`src/verilog/btc_cfg.svh`:
```
// Constants of the burst-fire triac controller: timing, reset values, strap decoding
`ifndef BTC_CFG_SVH
`define BTC_CFG_SVH

`define BTC_CLK_MHZ 10
`define BTC_MIN_PULSE_US 100
`define BTC_MIN_PULSE_CYC (`BTC_MIN_PULSE_US * `BTC_CLK_MHZ)
`define BTC_LEVELS 32
`define BTC_REF_TOP 5'h1f
`define BTC_SETPOINT_W 6
`define BTC_EXT_W 16
// Mains half cycles spent on each reference level, one per strap setting
`define BTC_HC_STEP_AA 11'h002
`define BTC_HC_STEP_AB 11'h010
`define BTC_HC_STEP_BA 11'h080
`define BTC_HC_STEP_BB 11'h400

`endif

```
`src/verilog/btc_pkg.sv`:
```
// Types shared by the triac controller modules
package btc_pkg;

  typedef enum logic [1:0] {ZONE_NEG, ZONE_ZERO, ZONE_POS} btc_zone_t;
  typedef enum logic {RUN_OFF, RUN_ON} btc_run_t;

endpackage

```
`src/verilog/btc_pulse_if.sv`:
```
// Carrier between the sequencer and the gate pulse timer
`timescale 1ns/1ps
interface btc_pulse_if;
  logic fire;
  logic [15:0] ext_cycles;
  logic gate;
  modport ctrl (output fire, output ext_cycles, input gate);
  modport gen (input fire, input ext_cycles, output gate);
endinterface
```
`src/verilog/btc_controller.sv`:
```
// Burst-fire triac controller: mains sync, reference staircase, odd/even run sequencing
`timescale 1ns/1ps
`include "btc_cfg.svh"
module btc_controller
  import btc_pkg::*;
(
  input wire logic ref_clk, // 10 MHz system clock
  input wire logic rst_n, // Synchronous reset, active low
  input wire logic ext_reset, // External reset pin, active high, synchronised before use
  input wire logic mains_positive_flag, // Mains above upper threshold
  input wire logic mains_negative_flag, // Mains below lower threshold
  input wire logic gate_sense, // Gate voltage shows imminent current zero
  input wire logic [5:0] setpoint_code, // Setpoint, 0 floating/lowest, 32 full scale
  input wire logic mode_force_on, // Mode pin held high
  input wire logic mode_force_off, // Mode pin held low
  input wire logic period_select_a, // First period strap tied to negative rail
  input wire logic period_select_b, // Second period strap tied to negative rail
  input wire logic supply_low, // Supply too low for reliable operation
  input wire logic [15:0] pulse_extend_pin, // Extended gate pulse width in cycles
  output logic gate_drive_output, // Triac gate drive, active high
  output logic triac_on, // ON run in progress
  output logic [4:0] ref_level // Current reference staircase level
);

  localparam int SYNC_W = 31;

  typedef struct packed {
    logic [SYNC_W-1:0] sync1;
    logic [SYNC_W-1:0] sync2;
    btc_zone_t zone;
    btc_run_t run;
    logic has_run;
    logic last_pol;
    logic on_odd;
    logic off_odd;
    logic [10:0] hc_cnt;
    logic [4:0] ref_lvl;
    logic [1:0] period_sel;
    logic straps_ok;
    logic sense_d;
    logic fire;
    logic gate_out;
    logic [15:0] ext_cyc;
  } btc_state_t;

  btc_state_t st_r;
  btc_state_t st_nxt;

  btc_pulse_if pif ();

  // Two threshold flags to a three-way zone; both set is treated as near zero
  function automatic btc_zone_t btc_zone(input logic pos, input logic neg);
    if (pos && !neg) begin
      btc_zone = ZONE_POS;
    end else if (neg && !pos) begin
      btc_zone = ZONE_NEG;
    end else begin
      btc_zone = ZONE_ZERO;
    end
  endfunction

  // Half cycles per reference level for a strap setting
  function automatic logic [10:0] btc_step_len(input logic [1:0] sel);
    case (sel)
      2'b00: btc_step_len = `BTC_HC_STEP_AA;
      2'b01: btc_step_len = `BTC_HC_STEP_AB;
      2'b10: btc_step_len = `BTC_HC_STEP_BA;
      default: btc_step_len = `BTC_HC_STEP_BB;
    endcase
  endfunction

  // Synchronised pin values, read only from the second stage
  logic s_ext_rst;
  logic s_pos;
  logic s_neg;
  logic s_sense;
  logic [5:0] s_setpoint;
  logic s_force_on;
  logic s_force_off;
  logic s_sel_a;
  logic s_sel_b;
  logic s_supply_low;
  logic [15:0] s_ext;
  logic [SYNC_W-1:0] pins;

  assign pins = {ext_reset, mains_positive_flag, mains_negative_flag, gate_sense,
                 setpoint_code, mode_force_on, mode_force_off, period_select_a,
                 period_select_b, supply_low, pulse_extend_pin};
  // Setpoint and extension words may tear for one cycle; they are only used
  // at zero crossings or as a width, so a one-sample glitch is tolerable
  assign {s_ext_rst, s_pos, s_neg, s_sense, s_setpoint, s_force_on, s_force_off,
          s_sel_a, s_sel_b, s_supply_low, s_ext} = st_r.sync2;

  // Sequencer next state
  always_comb begin
    btc_zone_t zone_now;
    logic zev;
    logic new_pol;
    logic demand;
    logic stop_want;
    logic [10:0] step_len;
    zone_now = btc_zone(s_pos, s_neg);
    zev = (zone_now == ZONE_ZERO) && (st_r.zone != ZONE_ZERO);
    new_pol = (st_r.zone == ZONE_NEG); // Half about to start is opposite the last zone
    // Mode override beats setpoint; code 0 never beats a level, 32 beats them all
    demand = s_force_on ||
             (!s_force_off && (s_setpoint > {1'b0, st_r.ref_lvl}));
    stop_want = !demand || s_supply_low;
    step_len = btc_step_len(st_r.period_sel);

    st_nxt = st_r;
    st_nxt.sync1 = pins;
    st_nxt.sync2 = st_r.sync1;
    st_nxt.fire = 1'b0;
    st_nxt.zone = zone_now;
    st_nxt.sense_d = s_sense;
    st_nxt.ext_cyc = s_ext;
    st_nxt.gate_out = pif.gate;

    if (s_ext_rst) begin
      // External reset overrides everything except the input synchronisers and the ext_cyc width copy
      st_nxt.zone = ZONE_ZERO;
      st_nxt.run = RUN_OFF;
      st_nxt.has_run = 1'b0;
      st_nxt.last_pol = 1'b0;
      st_nxt.on_odd = 1'b0;
      st_nxt.off_odd = 1'b0;
      st_nxt.hc_cnt = 11'h000;
      st_nxt.ref_lvl = `BTC_REF_TOP;
      st_nxt.straps_ok = 1'b0;
      st_nxt.period_sel = 2'b00;
      st_nxt.sense_d = 1'b0;
      st_nxt.gate_out = 1'b0;
    end else if (zev) begin
      // Straps are wired once; latch them at the first crossing after reset
      if (!st_r.straps_ok) begin
        st_nxt.period_sel = {s_sel_a, s_sel_b};
        st_nxt.straps_ok = 1'b1;
      end
      // Staircase walks 31 down to 0 then wraps, 32 levels per period
      if (st_r.hc_cnt >= step_len - 11'h001) begin
        st_nxt.hc_cnt = 11'h000;
        st_nxt.ref_lvl = st_r.ref_lvl - 5'h01;
      end else begin
        st_nxt.hc_cnt = st_r.hc_cnt + 11'h001;
      end
      case (st_r.run)
        RUN_OFF: begin
          st_nxt.off_odd = !st_r.off_odd;
          // Even OFF count completed and polarity flipped since the last run
          if (!stop_want && !st_r.off_odd &&
              (!st_r.has_run || new_pol != st_r.last_pol)) begin
            st_nxt.run = RUN_ON;
            st_nxt.on_odd = 1'b1;
            st_nxt.last_pol = new_pol;
            st_nxt.fire = 1'b1;
          end
        end
        RUN_ON: begin
          if (stop_want && st_r.on_odd) begin
            st_nxt.run = RUN_OFF;
            // The half cycle now starting is already the first OFF one
            st_nxt.off_odd = 1'b1;
            st_nxt.has_run = 1'b1;
          end else begin
            st_nxt.on_odd = !st_r.on_odd;
            st_nxt.last_pol = new_pol;
          end
        end
        default: begin
          st_nxt.run = RUN_OFF;
        end
      endcase
    end else if (st_r.run == RUN_ON && s_sense && !st_r.sense_d) begin
      // Re-fire before the current dies; after a stop the run is OFF and the
      // triac is left to extinguish at its own current zero
      st_nxt.fire = 1'b1;
    end
  end

  // State register; rst_n clears synchronisers too
  always_ff @(posedge ref_clk) begin
    if (!rst_n) begin
      st_r <= '0;
      st_r.zone <= ZONE_ZERO;
      st_r.run <= RUN_OFF;
      st_r.ref_lvl <= `BTC_REF_TOP;
    end else begin
      st_r <= st_nxt;
    end
  end

  assign pif.fire = st_r.fire;
  assign pif.ext_cycles = st_r.ext_cyc;

  // Pulse timer is held whenever either reset is active
  btc_gate_pulse u_pulse (
    .ref_clk(ref_clk),
    .rst_n(rst_n),
    .hold(s_ext_rst),
    .pif(pif)
  );

  // Outputs straight from flops
  assign gate_drive_output = st_r.gate_out;
  assign triac_on = (st_r.run == RUN_ON);
  assign ref_level = st_r.ref_lvl;

endmodule

```
`src/verilog/btc_gate_pulse.sv`:
```
// Gate pulse timer: stretches a fire request to max(minimum, extension) cycles
`timescale 1ns/1ps
`include "btc_cfg.svh"
module btc_gate_pulse
  import btc_pkg::*;
(
  input wire logic ref_clk, // System clock
  input wire logic rst_n, // Synchronous reset, active low
  input wire logic hold, // Sequencing reset, kills any pulse
  btc_pulse_if.gen pif // Fire request in, gate level out
);

  typedef struct packed {
    logic [15:0] cnt;
    logic gate;
  } btc_pulse_st_t;

  btc_pulse_st_t st_r;
  btc_pulse_st_t st_nxt;

  // Larger of two cycle counts
  function automatic logic [15:0] btc_max16(input logic [15:0] a, input logic [15:0] b);
    btc_max16 = (a > b) ? a : b;
  endfunction

  localparam logic [15:0] MIN_CYC = 16'(`BTC_MIN_PULSE_CYC);

  // A fire during a pulse restarts the full width, so a retrigger is never shortened
  always_comb begin
    st_nxt = st_r;
    if (hold) begin
      st_nxt = '0;
    end else if (pif.fire) begin
      st_nxt.cnt = btc_max16(MIN_CYC, pif.ext_cycles);
      st_nxt.gate = 1'b1;
    end else if (st_r.cnt > 16'h0001) begin
      st_nxt.cnt = st_r.cnt - 16'h0001;
    end else begin
      st_nxt.cnt = 16'h0000;
      st_nxt.gate = 1'b0;
    end
  end

  // State register
  always_ff @(posedge ref_clk) begin
    if (!rst_n) begin
      st_r <= '0;
    end else begin
      st_r <= st_nxt;
    end
  end

  assign pif.gate = st_r.gate;

endmodule

```
`config.mk`:
```
export PLATFORM = sky130hd
export DESIGN_NAME = btc_controller
export DESIGN_NICKNAME = d
export VERILOG_FILES = /design/src/verilog/btc_pkg.sv /design/src/verilog/btc_pulse_if.sv /design/src/verilog/btc_controller.sv /design/src/verilog/btc_gate_pulse.sv
export VERILOG_INCLUDE_DIRS = /design/src /design/src/verilog
export SDC_FILE = /design/constraint.sdc
export NUM_CORES = 1
export LEC_CHECK = 0
export ABC_CLOCK_PERIOD_IN_PS = 3400
export BUFFER_PORTS_ARGS = -buffer_cell sky130_fd_sc_hd__buf_2
export CAP_MARGIN = 20
export CORE_MARGIN = 4
export CORE_UTILIZATION = 58
export CTS_BUF_LIST = sky130_fd_sc_hd__clkbuf_16
export DETAILED_ROUTE_END_ITERATION = 16
export HOLD_SLACK_MARGIN = 0.06
export PLACE_DENSITY = 0.9
export SLEW_MARGIN = 5
export SYNTH_ARGS = -nofsm -noshare
export SYNTH_HDL_FRONTEND = slang
export SYNTH_HIERARCHICAL = 1
export SYNTH_SLANG_ARGS = --single-unit
```
`constraint.sdc`:
```
create_clock -name ref_clk -period 3.4 [get_ports ref_clk]
set_clock_uncertainty 0.2 [all_clocks]
set_input_delay 0.85 -clock ref_clk [delete_from_list [all_inputs] [get_ports ref_clk]]
set_output_delay 0.85 -clock ref_clk [all_outputs]
set_load 0.05 [all_outputs]
```
==> impl_metrics.env <==
export IMPL_path_max_fanout=9
export IMPL_drive_above_1_share=0.172
export IMPL_status="finished, final reports clean"
export IMPL_worst_path_most_repeated_cell="sky130_fd_sc_hd__ha_1"
export IMPL_path_cells="or2_2, ha_1, ha_1, a21oi_1, a2bb2oi_1, o311ai_2, a22o_1, a211oi_1, nor2_1"
export IMPL_ir_drop_mv=0.415
export IMPL_achievable_frequency_ghz=0.355
export IMPL_timing_critical_path_slowest_cell_delay_ps=330
export IMPL_cpMaxStageDelayCell="sky130_fd_sc_hd__a22o_1"
export IMPL_numCtsBuffers=17
export IMPL_groute_layer_met3_usage=0.0714
export IMPL_required_ps=3490
export IMPL_drtIter0Drc=238
export IMPL_cts_root_buf="sky130_fd_sc_hd__clkbuf_16"
export IMPL_grt_most_used_layer="met2"
export IMPL_yosys_top_cells_area="sky130_fd_sc_hd__dfxtp_1 53%, sky130_fd_sc_hd__and2_1 11%, sky130_fd_sc_hd__ha_1 5.6%"
export IMPL_internal_power_of_the_cells_mw=2.90
export IMPL_rsz0062_at_grt="false"
export IMPL_die_height_microns=97.7
export IMPL_hold_viol=0
export IMPL_crit_family="compound AO/OA/AOI/OAI gates"
export IMPL_drt_wirelength_per_cell_microns=15.0
export IMPL_post_cts_resized=0
export IMPL_cts_setup_buffers=0
export IMPL_p_leak_nw=2.35
export IMPL_timing_max_slew_rel_slack=0.378
export IMPL_synth_async_reset_ratio=0
export IMPL_crit_buf_inv=0
export IMPL_postSynthCellCount=454
export IMPL_use_met1=0.233
export IMPL_logic_gate_share_of_total_power=0.143
export IMPL_synth_avg_cell_area_sq_um=10.3
export IMPL_power_density_nw_per_um2=725
export IMPL_period_share=0.827
export IMPL_avgViaCountPerCell=5.44
export IMPL_crit_path_start_kind="flip-flop"
export IMPL_timing_reg2reg_setup_slack_ps=590
export IMPL_synthesis_area_sq_um=4670
export IMPL_synth_warnings=6
export IMPL_place_congestion=0.848
export IMPL_dpl_hpwl_microns=5270
export IMPL_synth_ff_type="sky130_fd_sc_hd__dfxtp_1"
export IMPL_worst_skew_pair_late_latency_ps=410
export IMPL_mostFrequentLayoutCell="sky130_fd_sc_hd__dfxtp_1"
export IMPL_cts_htree_levels=4
export IMPL_cts_buffer_depth=2
export IMPL_tmin_final_ps=2810
export IMPL_tritoncts_clock_tree="done"
export IMPL_numClockSinks=124
export IMPL_syn_num_nets=508
export IMPL_synth_largest_type_area_fraction=0.531
export IMPL_totalNegativeSetupSlack_ps=0
export IMPL_netSwitchingPower_mw=1.08
export IMPL_timing_final_setup_violations=0
export IMPL_power_total_mw=3.98
export IMPL_timing_max_transition_violations_final=0
export IMPL_wire_length_of_the_first_global_routing_pass_microns=15700
export IMPL_n_antenna_cell=0
export IMPL_grt_overflow_total=0
export IMPL_synth_edff_count=0
export IMPL_worst_endpoint_arrival_ps=2900
export IMPL_worst_slew_pin_slew_ps=932
export IMPL_pwr_share_seq=0.415
export IMPL_fillers=510
export IMPL_top_cell_type_by_total_area_after_synthesis="sky130_fd_sc_hd__dfxtp_1"
export IMPL_drt_antenna_violating_nets=0
export IMPL_core_area_sq_um=7770
export IMPL_drv_cap=0
export IMPL_power_clock_fraction=0.442
export IMPL_number_of_antenna_violations_at_the_first_check_in_global_routing=0
export IMPL_portBuffers=39
export IMPL_io_pin_count=40
export IMPL_power_switching_fraction=0.271
export IMPL_hold_path_class="flip-flop to flip-flop"
export IMPL_yosysSeqAreaShare=0.531
export IMPL_synth_distinct_cells=56
export IMPL_setup_worst_path_end_class="flip-flop"
export IMPL_drc_errors=0
export IMPL_worstSetupPathType="flip-flop to flip-flop"
export IMPL_number_of_global_route_vias_before_repair=3325
export IMPL_maximum_number_of_pins_on_one_net_before_global_route_repair=78
export IMPL_totalWireLength_microns=9110
export IMPL_die_width_microns=97.7
export IMPL_floorplan_initialDensity=0.601
export IMPL_cts_hold_buf=0
export IMPL_core_rows=32
export IMPL_grt_usage=0.207
export IMPL_drtPass1Iterations=4
export IMPL_final_cell_mix="124 x sky130_fd_sc_hd__dfxtp_1, 82 x sky130_fd_sc_hd__and2_1, 39 x sky130_fd_sc_hd__buf_2, 29 x sky130_fd_sc_hd__nor2_1, 21 x sky130_fd_sc_hd__ha_1"
export IMPL_path_clk_slew_ps=60
export IMPL_flow_area_growth_from_synthesis_pct=17.7
export IMPL_floorplan_die_area_sq_um=9550
export IMPL_vias=3314
export IMPL_post_synthesis_register_bit_count=124
export IMPL_fin_nets=548
export IMPL_grtUsageMet2=0.349
[state kept, by name, summed over array words and instances, names as in the netlist]
signal             flops
u_pulse/pif.gate       1
s_sense                1
s_neg                  1
s_sel_a                1
ref_level              5
gate_drive_output      1
s_force_off            1
st_r                  21
s_pos                  1
s_setpoint             6
pif.ext_cycles        16
pif.fire               1
st_nxt                31
s_force_on             1
s_supply_low           1
s_ext                 16
u_pulse/st_r          16
triac_on               1
s_sel_b                1
s_ext_rst              1
[worst paths after layout]
| path | from | end | cells after the start |
|---|---|---|---|
| worst max-delay path | st_r[21] | ref_level[4] | 9 |
| worst min-delay path | st_nxt[56] | s_ext[11] | 1 |
| worst max register to register | st_r[21] | ref_level[4] | 9 |
| worst min register to register | st_nxt[56] | s_ext[11] | 1 |
[metrics by stage]
step                      worst slack (ps)  instances  area (sq um)   util  hold slack [ps]
after floorplan                        853        454          4670      -              210
after global placement                 806        576          4900  0.631              217
after detailed placement               642        577          4910  0.632              217
after CTS                              599        609          5500  0.708              230
after global routing                   461        609          5500  0.708              249
final                                  587        609          5500  0.708              227
[power groups by stage]
stage	Combinational (mW)	Sequential, mW	Clock (mW)
after CTS	0.563	1.65	1.78
after detailed placement	0.541	1.68	0
final	0.570	1.65	1.76
after global routing	0.631	1.66	1.85
after global placement	0.515	1.67	0
after floorplan	0.441	1.66	0
[kinds of logic (layout without fill, tap and decap cells)]
kind of cell    Yosys count  after routing  synth area share
compound gates           66             66            0.0991
xor+xnor                 23             23            0.0431
fa+ha+maj                21             21            0.0563
buf+inv                  33             86            0.0316
flops                   124            124             0.531
mux                       1              1           0.00214
other cells               1              1          0.000803
simple gates            185            185             0.235
[per-layer routing]
layer | wire length (microns) | share of wire | vias up
met3 | 505 | 0.055 | 27
met4 | 278 | 0.031 | 0
li1 | - | - | 1622
met2 | 4540 | 0.50 | 111
met1 | 3790 | 0.42 | 1554
met5 | 0 | 0 | -
[final cells by class]
type / instances / area [sq um] / area share
Sequential cell: 124 / 2480 / 0.452
Multi-Input combinational cell: 297 / 2040 / 0.371
Clock buffer: 17 / 425 / 0.0774
Timing Repair Buffer: 41 / 210 / 0.0382
Clock inverter: 15 / 163 / 0.0296
Tap cell: 102 / 128 / 0.0232
Inverter: 13 / 48.8 / 0.00888
[cell usage after synthesis, types with 2 or more instances]
cell / count
sky130_fd_sc_hd__and2_1: 82
sky130_fd_sc_hd__and4_1: 3
sky130_fd_sc_hd__o22ai_1: 5
sky130_fd_sc_hd__and3_1: 6
sky130_fd_sc_hd__a21oi_1: 15
sky130_fd_sc_hd__buf_4: 6
sky130_fd_sc_hd__o21a_1: 3
sky130_fd_sc_hd__o21ai_1: 2
sky130_fd_sc_hd__xnor2_1: 10
sky130_fd_sc_hd__a31oi_1: 2
sky130_fd_sc_hd__o21ai_0: 10
sky130_fd_sc_hd__o21ai_2: 2
sky130_fd_sc_hd__nand4b_1: 4
sky130_fd_sc_hd__a211oi_1: 3
sky130_fd_sc_hd__nor2b_1: 2
sky130_fd_sc_hd__nor2_1: 29
sky130_fd_sc_hd__nand3b_1: 3
sky130_fd_sc_hd__clkbuf_1: 12
sky130_fd_sc_hd__xor2_1: 13
sky130_fd_sc_hd__nand2b_1: 8
sky130_fd_sc_hd__ha_1: 21
sky130_fd_sc_hd__a21oi_2: 2
sky130_fd_sc_hd__nand3_1: 9
sky130_fd_sc_hd__dfxtp_1: 124
sky130_fd_sc_hd__nand4_1: 3
sky130_fd_sc_hd__nor3_1: 8
sky130_fd_sc_hd__inv_1: 13
sky130_fd_sc_hd__o2bb2ai_1: 9
sky130_fd_sc_hd__nand2_1: 14
sky130_fd_sc_hd__a21o_1: 4
sky130_fd_sc_hd__nor4_1: 2
(Power assumes the default switching activity.)
